$ cat src/verilog/dpo_pkg.sv
// Purpose: Shared constants for the downconverter parallel output port
// Assumes: One port instance; all constants at their documented values
// Notes:   Entry layout is channel id, in-phase, quadrature, gain word
package dpo_pkg;
  localparam int          NUM_STAGES   = 6;
  localparam int          SAMPLE_W     = 16;
  localparam int          CHAN_W       = 3;
  localparam int          DIV_SEL_W    = 2;
  localparam int          DIV_CNT_W    = 4;
  localparam int          FIFO_DEPTH   = 32;
  // Entry field positions
  localparam int          GAIN_LSB     = 0;
  localparam int          Q_LSB        = 16;
  localparam int          I_LSB        = 32;
  localparam int          CHAN_LSB     = 48;
  localparam int          ENTRY_W      = 51;
  // Parallel I/Q mode keeps the upper byte of each half
  localparam int          BYTE_W       = 8;
  localparam int          BYTE_HI_LSB  = 8;
  localparam logic        FMT_INTERLEAVED = 1'b0;
  localparam logic        FMT_PARALLEL    = 1'b1;
  localparam logic [15:0] BUS_IDLE     = 16'h0000;
  localparam logic [2:0]  CHAN_IDLE    = 3'h0;

  typedef enum logic [2:0] {
    ST_IDLE  = 3'b000,
    ST_REQ   = 3'b001,
    ST_FIRST = 3'b010,
    ST_QUAD  = 3'b011,
    ST_GAIN  = 3'b100
  } dpo_state_t;
endpackage : dpo_pkg

$ cat src/verilog/dpo_port.sv
// Purpose: Parallel output port of a wideband downconverter, one port
// Assumes: Stage samples and controls on CLK_IN; port clock and ack are pins
// Notes:   Slave port clock rising edges and master divider wraps become one-cycle ticks of CLK_IN
`timescale 1ns/100ps
module dpo_port (
  input  wire logic        CLK_IN,
  input  wire logic        RST_N_IN,
  input  wire logic        MASTER_MODE_IN,
  input  wire logic [1:0]  PCLK_DIV_IN,
  input  wire logic        DATA_FORMAT_IN,
  input  wire logic        APPEND_GAIN_IN,
  input  wire logic [5:0]  STAGE_EN_IN,
  input  wire logic [5:0]  STAGE_VALID_IN,
  output logic      [5:0]  STAGE_READY_OUT,
  input  wire logic [95:0] STAGE_I_IN,
  input  wire logic [95:0] STAGE_Q_IN,
  input  wire logic [95:0] STAGE_GAIN_IN,
  input  wire logic        PCLK_IN,
  output logic             PCLK_OUT,
  output logic             PCLK_OE_OUT,
  input  wire logic        RECEIVER_ACKNOWLEDGE_IN,
  output logic             DATA_REQUEST_OUT,
  output logic             INPHASE_INDICATOR_OUT,
  output logic             GAIN_WORD_INDICATOR_OUT,
  output logic      [2:0]  SOURCE_CHANNEL_ID_OUT,
  output logic      [15:0] OUTPUT_PORT_BUS_OUT
);
  localparam int NS = dpo_pkg::NUM_STAGES;
  localparam int SW = dpo_pkg::SAMPLE_W;
  localparam int EW = dpo_pkg::ENTRY_W;

  // ----------------------------------------------------------------
  // Port clock
  // ----------------------------------------------------------------
  logic [dpo_pkg::DIV_CNT_W-1:0] div_cnt_ff;
  logic [dpo_pkg::DIV_CNT_W-1:0] div_len;
  logic [dpo_pkg::DIV_CNT_W-1:0] nxt_div_cnt;
  logic                          pclk_out_ff;
  logic                          oe_ff;
  logic                          pclk_s1_ff;
  logic                          pclk_s2_ff;
  logic                          pclk_s3_ff;
  logic                          tick;
  assign div_len     = dpo_pkg::DIV_CNT_W'(1) << PCLK_DIV_IN;
  assign nxt_div_cnt = (div_cnt_ff >= div_len - 1'b1) ? '0 : div_cnt_ff + 1'b1;
  always_ff @(posedge CLK_IN) begin
    if (!RST_N_IN) begin
      div_cnt_ff  <= '0;
      pclk_out_ff <= 1'b1;
    end else begin
      div_cnt_ff  <= nxt_div_cnt;
      // Rising edge of the pin coincides with the counter wrap
      pclk_out_ff <= (div_len == dpo_pkg::DIV_CNT_W'(1)) |
                     (nxt_div_cnt < (div_len >> 1));
    end
  end

  // Pin stays an input until master mode is chosen
  always_ff @(posedge CLK_IN) begin
    if (!RST_N_IN) begin
      oe_ff <= 1'b0;
    end else begin
      oe_ff <= MASTER_MODE_IN;
    end
  end

  // Slave clock may be asynchronous, so synchronise it first
  always_ff @(posedge CLK_IN) begin
    if (!RST_N_IN) begin
      pclk_s1_ff <= 1'b0;
      pclk_s2_ff <= 1'b0;
      pclk_s3_ff <= 1'b0;
    end else begin
      pclk_s1_ff <= PCLK_IN;
      pclk_s2_ff <= pclk_s1_ff;
      pclk_s3_ff <= pclk_s2_ff;
    end
  end

  // Tick source follows the mode bit
  assign tick = MASTER_MODE_IN ? (nxt_div_cnt == '0) : (pclk_s2_ff & ~pclk_s3_ff);
  assign PCLK_OUT    = pclk_out_ff;
  assign PCLK_OE_OUT = oe_ff;

  // ----------------------------------------------------------------
  // Acknowledge synchroniser
  // ----------------------------------------------------------------
  logic ack_s1_ff;
  logic ack_s2_ff;
  // Two flops before any logic reads acknowledge
  always_ff @(posedge CLK_IN) begin
    if (!RST_N_IN) begin
      ack_s1_ff <= 1'b0;
      ack_s2_ff <= 1'b0;
    end else begin
      ack_s1_ff <= RECEIVER_ACKNOWLEDGE_IN;
      ack_s2_ff <= ack_s1_ff;
    end
  end

  // ----------------------------------------------------------------
  // Stage capture and arbitration
  // ----------------------------------------------------------------
  logic [NS-1:0]   pend_ff;
  logic [EW-1:0]   slot_ff [NS];
  logic [NS-1:0]   grant;
  logic            any_pend;
  logic            fifo_in_ready;
  logic            fifo_push;
  logic [EW-1:0]   push_data;
  function automatic logic [NS-1:0] dpo_first_one(input logic [NS-1:0] req);
    logic [NS-1:0] g;
    g = '0;
    for (int k = NS - 1; k >= 0; k--) begin
      if (req[k]) begin
        g = '0;
        g[k] = 1'b1;
      end
    end
    return g;
  endfunction : dpo_first_one
  assign grant     = dpo_first_one(pend_ff);
  assign any_pend  = |pend_ff;
  assign fifo_push = any_pend;
  always_comb begin
    push_data = '0;
    for (int k = 0; k < NS; k++) begin
      if (grant[k]) begin
        push_data = slot_ff[k];
      end
    end
  end

  genvar gs;
  generate
    for (gs = 0; gs < NS; gs++) begin : g_stage
      // Disabled stages are drained and dropped
      assign STAGE_READY_OUT[gs] = ~pend_ff[gs] | ~STAGE_EN_IN[gs];

      always_ff @(posedge CLK_IN) begin
        if (!RST_N_IN) begin
          pend_ff[gs] <= 1'b0;
          slot_ff[gs] <= '0;
        end else if (!STAGE_EN_IN[gs]) begin
          pend_ff[gs] <= 1'b0;
        end else if (STAGE_VALID_IN[gs] & ~pend_ff[gs]) begin
          pend_ff[gs] <= 1'b1;
          slot_ff[gs] <= {dpo_pkg::CHAN_W'(gs),
                          STAGE_I_IN[gs*SW +: SW],
                          STAGE_Q_IN[gs*SW +: SW],
                          STAGE_GAIN_IN[gs*SW +: SW]};
        end else if (grant[gs] & fifo_in_ready) begin
          pend_ff[gs] <= 1'b0;
        end
      end
    end
  endgenerate

  // ----------------------------------------------------------------
  // Sample FIFO
  // ----------------------------------------------------------------
  logic          fifo_out_valid;
  logic          fifo_pop;
  logic [EW-1:0] fifo_out_data;
  dpo_fifo #(
    .WIDTH (EW),
    .DEPTH (dpo_pkg::FIFO_DEPTH)
  ) u_fifo (
    .clk_in        (CLK_IN),
    .rst_n_in      (RST_N_IN),
    .in_valid_in   (fifo_push),
    .in_ready_out  (fifo_in_ready),
    .in_data_in    (push_data),
    .out_valid_out (fifo_out_valid),
    .out_ready_in  (fifo_pop),
    .out_data_out  (fifo_out_data)
  );

  // ----------------------------------------------------------------
  // Port shifter
  // ----------------------------------------------------------------
  dpo_pkg::dpo_state_t state_ff;
  dpo_pkg::dpo_state_t nxt_state;
  logic [EW-1:0]       cur_ff;
  logic [EW-1:0]       nxt_cur;
  logic                req_ff;
  logic                nxt_req;
  logic                iq_ff;
  logic                nxt_iq;
  logic                gain_ff;
  logic                nxt_gain;
  logic [2:0]          chan_ff;
  logic [2:0]          nxt_chan;
  logic [15:0]         bus_ff;
  logic [15:0]         nxt_bus;
  logic                last_word;
  // Leaving the last word of a sample
  always_comb begin
    unique case (state_ff)
      dpo_pkg::ST_FIRST: last_word = (DATA_FORMAT_IN == dpo_pkg::FMT_PARALLEL) &
                                     ~APPEND_GAIN_IN;
      dpo_pkg::ST_QUAD:  last_word = ~APPEND_GAIN_IN;
      dpo_pkg::ST_GAIN:  last_word = 1'b1;
      default:           last_word = 1'b0;
    endcase
  end
  always_comb begin
    nxt_state = state_ff;
    nxt_cur   = cur_ff;
    nxt_req   = req_ff;
    nxt_iq    = iq_ff;
    nxt_gain  = gain_ff;
    nxt_chan  = chan_ff;
    nxt_bus   = bus_ff;
    fifo_pop  = 1'b0;
    // Everything moves on a port clock tick only
    if (tick) begin
      unique case (state_ff)
        dpo_pkg::ST_IDLE: begin
          // Raise request once a sample is queued
          if (fifo_out_valid) begin
            fifo_pop  = 1'b1;
            nxt_cur   = fifo_out_data;
            nxt_req   = 1'b1;
            nxt_state = dpo_pkg::ST_REQ;
          end
        end
        default: begin
          // Acknowledge low holds the bus as it is
          // Sampled ack releases the next word
          if (ack_s2_ff) begin
            nxt_iq   = 1'b0;
            nxt_gain = 1'b0;
            // First word on the tick after request
            if (state_ff == dpo_pkg::ST_REQ) begin
              nxt_state = dpo_pkg::ST_FIRST;
            end else if (last_word) begin
              if (fifo_out_valid) begin
                fifo_pop  = 1'b1;
                nxt_cur   = fifo_out_data;
                nxt_state = dpo_pkg::ST_FIRST;
              end else begin
                // Request drops when nothing is left
                nxt_req   = 1'b0;
                nxt_state = dpo_pkg::ST_IDLE;
              end
            end else if (state_ff == dpo_pkg::ST_FIRST &&
                         DATA_FORMAT_IN == dpo_pkg::FMT_INTERLEAVED) begin
              nxt_state = dpo_pkg::ST_QUAD;
            end else begin
              nxt_state = dpo_pkg::ST_GAIN;
            end
            // Source id follows the sample on the bus
            nxt_chan = nxt_cur[dpo_pkg::CHAN_LSB +: dpo_pkg::CHAN_W];
            unique case (nxt_state)
              dpo_pkg::ST_FIRST: begin
                nxt_iq = 1'b1;
                // I byte high, Q byte low
                if (DATA_FORMAT_IN == dpo_pkg::FMT_PARALLEL) begin
                  nxt_bus = {nxt_cur[dpo_pkg::I_LSB + dpo_pkg::BYTE_HI_LSB +: dpo_pkg::BYTE_W],
                             nxt_cur[dpo_pkg::Q_LSB + dpo_pkg::BYTE_HI_LSB +: dpo_pkg::BYTE_W]};
                end else begin
                  nxt_bus = nxt_cur[dpo_pkg::I_LSB +: SW];
                end
              end
              // Q follows I in interleaved mode
              dpo_pkg::ST_QUAD: nxt_bus = nxt_cur[dpo_pkg::Q_LSB +: SW];
              dpo_pkg::ST_GAIN: begin
                nxt_gain = 1'b1;
                nxt_bus  = nxt_cur[dpo_pkg::GAIN_LSB +: SW];
              end
              default: begin
                nxt_bus  = dpo_pkg::BUS_IDLE;
                nxt_chan = dpo_pkg::CHAN_IDLE;
              end
            endcase
          end
        end
      endcase
    end
  end

  always_ff @(posedge CLK_IN) begin
    if (!RST_N_IN) begin
      state_ff <= dpo_pkg::ST_IDLE;
      cur_ff   <= '0;
    end else begin
      state_ff <= nxt_state;
      cur_ff   <= nxt_cur;
    end
  end

  always_ff @(posedge CLK_IN) begin
    if (!RST_N_IN) begin
      req_ff  <= 1'b0;
      iq_ff   <= 1'b0;
      gain_ff <= 1'b0;
      chan_ff <= dpo_pkg::CHAN_IDLE;
      bus_ff  <= dpo_pkg::BUS_IDLE;
    end else begin
      req_ff  <= nxt_req;
      iq_ff   <= nxt_iq;
      gain_ff <= nxt_gain;
      chan_ff <= nxt_chan;
      bus_ff  <= nxt_bus;
    end
  end

  assign DATA_REQUEST_OUT        = req_ff;
  assign INPHASE_INDICATOR_OUT   = iq_ff;
  assign GAIN_WORD_INDICATOR_OUT = gain_ff;
  assign SOURCE_CHANNEL_ID_OUT   = chan_ff;
  assign OUTPUT_PORT_BUS_OUT     = bus_ff;
endmodule : dpo_port

$ cat src/verilog/dpo_fifo.sv
// Purpose: Sample FIFO between stage arbiter and port shifter
// Assumes: Single clock, synchronous active-low reset
// Notes:   Read data come from an output register; capacity DEPTH plus one
`timescale 1ns/100ps
module dpo_fifo #(
  parameter int WIDTH = 51,
  parameter int DEPTH = 32
) (
  input  wire logic             clk_in,
  input  wire logic             rst_n_in,
  input  wire logic             in_valid_in,
  output logic                  in_ready_out,
  input  wire logic [WIDTH-1:0] in_data_in,
  output logic                  out_valid_out,
  input  wire logic             out_ready_in,
  output logic [WIDTH-1:0]      out_data_out
);
  localparam int AW = $clog2(DEPTH);

  logic [WIDTH-1:0] mem [DEPTH];
  logic [AW-1:0]    wr_ptr_ff;
  logic [AW-1:0]    rd_ptr_ff;
  logic [AW:0]      cnt_ff;
  logic             out_valid_ff;
  logic [WIDTH-1:0] out_data_ff;
  logic             push;
  logic             load;

  assign in_ready_out  = (cnt_ff < (AW+1)'(DEPTH));
  assign push          = in_valid_in & in_ready_out;
  assign load          = (cnt_ff != '0) & (~out_valid_ff | out_ready_in);
  assign out_valid_out = out_valid_ff;
  assign out_data_out  = out_data_ff;

  always_ff @(posedge clk_in) begin
    if (push) begin
      mem[wr_ptr_ff] <= in_data_in;
    end
  end

  always_ff @(posedge clk_in) begin
    if (!rst_n_in) begin
      wr_ptr_ff <= '0;
      rd_ptr_ff <= '0;
      cnt_ff    <= '0;
    end else begin
      if (push) begin
        wr_ptr_ff <= wr_ptr_ff + 1'b1;
      end
      if (load) begin
        rd_ptr_ff <= rd_ptr_ff + 1'b1;
      end
      cnt_ff <= cnt_ff + (AW+1)'(push) - (AW+1)'(load);
    end
  end

  always_ff @(posedge clk_in) begin
    if (!rst_n_in) begin
      out_valid_ff <= 1'b0;
      out_data_ff  <= '0;
    end else if (load) begin
      out_valid_ff <= 1'b1;
      out_data_ff  <= mem[rd_ptr_ff];
    end else if (out_ready_in) begin
      out_valid_ff <= 1'b0;
    end
  end
endmodule : dpo_fifo

$ cat config.mk
export PLATFORM = sky130hd
export DESIGN_NAME = dpo_port
export DESIGN_NICKNAME = d
export VERILOG_FILES = /design/src/verilog/dpo_pkg.sv /design/src/verilog/dpo_port.sv /design/src/verilog/dpo_fifo.sv
export SDC_FILE = /design/constraint.sdc
export NUM_CORES = 2
export LEC_CHECK = 0
export BUFFER_PORTS_ARGS = -buffer_cell sky130_fd_sc_hd__clkbuf_2
export CAP_MARGIN = 40
export CORE_ASPECT_RATIO = 1.25
export CORE_MARGIN = 2
export CORE_UTILIZATION = 50
export DETAILED_ROUTE_END_ITERATION = 16
export PLACE_DENSITY = 0.72
export SETUP_SLACK_MARGIN = 0.02
export SYNTH_ARGS = -nofsm -noshare
export SYNTH_HDL_FRONTEND = slang
export SYNTH_HIERARCHICAL = 1
export SYNTH_SLANG_ARGS = --single-unit
$ cat constraint.sdc
create_clock -name CLK_IN -period 5.6 [get_ports CLK_IN]
set_input_delay 1.68 -clock CLK_IN [delete_from_list [all_inputs] [get_ports CLK_IN]]
set_output_delay 1.68 -clock CLK_IN [all_outputs]
set_load 0.1 [all_outputs]
==> results.md <==
* Status: completed
* Max-cap violation count at 0
* Layout area overhead at 15.0%
* Final setup violation count at 0
* Peak VDD IR at 0.351 mV
* Post-CTS Resized at 0
* Via count at 44700
* Crit share post-route at 81.4%
* Worst hold margin at 0.436 ns
* Seq/Total Area, Yosys at 74.8%
* Fin crit period at 4.56 ns
* RSZ-0062 raised after global routing: no
* Die span in y at 456 um
* Startpoint of the worst hold path: pclk_s1_ff
* Clock Sinks at 2086
* Pins over their slew limit at 0
* Post-layout nets at 5185
* First DRT Iteration DRCs at 5354
* Distinct cells, synth at 75
* Most frequent CP cell: inv_1
* Clk_lat worst skew at 0.86 ns
* DIE AREA at 0.166 mm2
* Avg Cell Area, Syn at 18.5 um2
* Post-CTS setup buffers at 0
* Top-count cell post-synth: edfxtp_1
* Cts hold-fix bufs at 0
* Post-Syn Nets at 4745
* Number of synthesized flops with an enable pin at 1924
* Pre-CTS setup slack at 0.222 ns
* First-pass GRT wire length at 304000 um
* Inserted Clock Buffers at 190
* Die W at 365 um
* Share of layout cells above drive strength 1 at 25.3%
* Crit path required time at 6.34 ns
* Fillers at 11800
* Max Fanout on Critical Path at 8
* Mapped Area at 0.0816 mm2
* Multi-input gate area at 0.0199 mm2
* Crit Path Class: in2reg
* Top Ports at 339
* Fmax at 219 MHz
* YS warnings at 6
* CP endpoint kind: flip-flop
* I/O Buffers at 338
* Worst R2R Setup Slack at 1.49 ns
* Slowest Stage Delay on Critical Path at 0.67 ns
* Hold Vio Cnt, Final at 0
* WL/cell at 29.0 um
* Synth Register Bits at 2086
* Vias per cell at 6.22
* Reg area at 0.0610 mm2
* Grt ovf at 0
* Synth async-reset ratio at 0%
* Slowest CP cell: nor2b_1
* CP Cell Sequence: clkbuf_2 > inv_1 > nand2_1 > ha_1 > nand2b_1 > a31oi_4 > nand3_1 > and4_4 > nand2b_1 > nor2b_1 > ha_1 > inv_1 > ha_1 > inv_1 > fa_1 > inv_1 > a21oi_1 > nor2_1 > o21ai_0 > and3_1
* Cell count after synthesis at 4416
* Worst R2R End: u_fifo/mem[31][25]
* Post-DP HPWL at 123000 um
* Hold path endpoint: pclk_s2_ff
* Detailed Route WL at 209000 um
* Top post-synthesis cells by area: edfxtp_1 (71%), mux4_2 (8.7%), dfxtp_1 (4.0%)
* GRT busiest layer: met2
* Leakage at 0.0311 uW
* PnR worst setup slack at 1.04 ns
* Final GP Congestion at 0.822
* Final Util at 58.0%
* Reg clk slew, reported paths at 0.06 ns
* H-tree levels at 4
* Detailed-router iteration count before antenna repair at 8
* CTS Buffer Depth at 3
* Pin count of the biggest net entering global routing at 72
* Hold Path Depth at 1
* Worst Path Arrival at 5.30 ns
* Clk_skew at 0.0694 ns
* Cell taking the most area after synthesis: edfxtp_1
* Row cnt at 165
* Pwr dens at 415 mW/mm2
* CTS tree: done
* Reg-to-reg startpoint: pend_ff[0]
* R2R depth at 7
* Starting Density at 50.4%
* Met2 Use GR at 41.5%
* Critical Path Source Type: input port
* Met3 usage at 5.41%
* Vias in the first global route at 44900
* Slew headroom at 39.2%
* Root buffer cell: clkbuf_16
* Fin Setup TNS at 0 ns
* DRC at 0
* Initial antenna violation count at 14
* Synth cell count leaders: edfxtp_1 (1924), mux4_2 (314), and2_1 (306)
* Worst Max-Slew Pin Slew at 0.912 ns
* Yosys top cell area share at 70.8%
* GRT Total Usage at 25.2%
* Routed Antenna Nets at 0
* Post-synth top flop: edfxtp_1
* Min-delay worst type: reg2reg
* Setup crit start: PCLK_DIV_IN[0]
* Met1 GRT Util at 33.3%
* Core region area at 0.162 mm2
[power breakdown]
part | internal [uW] | switching, uW
clock network | 7170 | 5770
logic | 3130 | 4460
registers | 17900 | 479
total | 28200 | 10700
[through the flow]
step | area (um2) | std cells | total power (uW)
6_report | 93800 | 7184 | 39000
5_1_grt | 93800 | 7182 | 40200
4_1_cts | 93800 | 7179 | 39100
3_3_place_gp | 87200 | 6807 | 26100
3_5_place_dp | 87600 | 6833 | 26300
2_1_floorplan | 81600 | 4416 | 23500
[sequential cells by signal (all words and copies together), names as in the netlist]
name	count
pclk_s1_ff	1
pclk_s3_ff	1
PCLK_OUT	1
u_fifo/out_valid_out	1
u_fifo/mem	1632
div_cnt_ff	4
cur_ff	51
INPHASE_INDICATOR_OUT	1
ack_s1_ff	1
u_fifo/wr_ptr_ff	5
pend_ff	6
PCLK_OE_OUT	1
pclk_s2_ff	1
ack_s2_ff	1
slot_ff	293
GAIN_WORD_INDICATOR_OUT	1
state_ff	3
SOURCE_CHANNEL_ID_OUT	3
u_fifo/out_data_out	51
OUTPUT_PORT_BUS_OUT	16
u_fifo/rd_ptr_ff	5
DATA_REQUEST_OUT	1
u_fifo/cnt_ff	6
[how the worst max path moves through the flow]
stage | endpoint | slack, ns | cells past startpoint
3_3_place_gp | u_fifo/cnt_ff[4] | 0.21 | 20
2_1_floorplan | u_fifo/cnt_ff[4] | 0.29 | 21
6_report | u_fifo/cnt_ff[4] | 1.04 | 20
3_5_place_dp | u_fifo/cnt_ff[4] | 0.22 | 20
4_1_cts | u_fifo/cnt_ff[4] | 1.13 | 20
5_1_grt | u_fifo/cnt_ff[4] | 0.75 | 20
[per-layer routing]
layer / vias up / share of wire (%)
met4: 12 / 3.2
met2: 2594 / 50
met1: 22900 / 37
li1: 18800 / -
met5: - / 0.045
met3: 409 / 10
[layout make-up]
class / count / share of cell area, %
antenna: 3 / 0.00800
tap: 2171 / 2.89
clock inverter: 99 / 1.33
sequential: 2086 / 65.0
multi-input combinational: 2016 / 21.2
timing repair buffer: 544 / 4.12
clock buffer: 247 / 5.33
inverter: 18 / 0.0720
[critical path: cells and delay by family]
| family | cells | cell delay [ns] |
|---|---|---|
| fa+ha+maj | 4 | 1.21 |
| buf+inv | 5 | 0.37 |
| simple gates | 8 | 1.78 |
| compound gates | 3 | 0.25 |
[layout by cell type, fill, tap and decap left out, drive strengths merged, types with 99 or more instances in the layout]
| master | instances |
|---|---|
| a21oi | 165 |
| a22o | 108 |
| a22oi | 146 |
| and2 | 306 |
| buf | 207 |
| clkbuf | 584 |
| dfxtp | 162 |
| edfxtp | 1924 |
| mux2i | 273 |
| mux4 | 314 |
| nand2 | 181 |
| nor2 | 106 |
| o221ai | 99 |
[kinds of logic after synthesis]
logic type | Yosys count | share of synthesized area (%)
buf+inv | 314 | 1.71
simple gates | 674 | 4.34
xor+xnor | 10 | 0.107
flops | 2086 | 74.8
fa+ha+maj | 20 | 0.316
compound gates | 701 | 6.41
mux | 611 | 12.3
(Power assumes the default switching activity.)
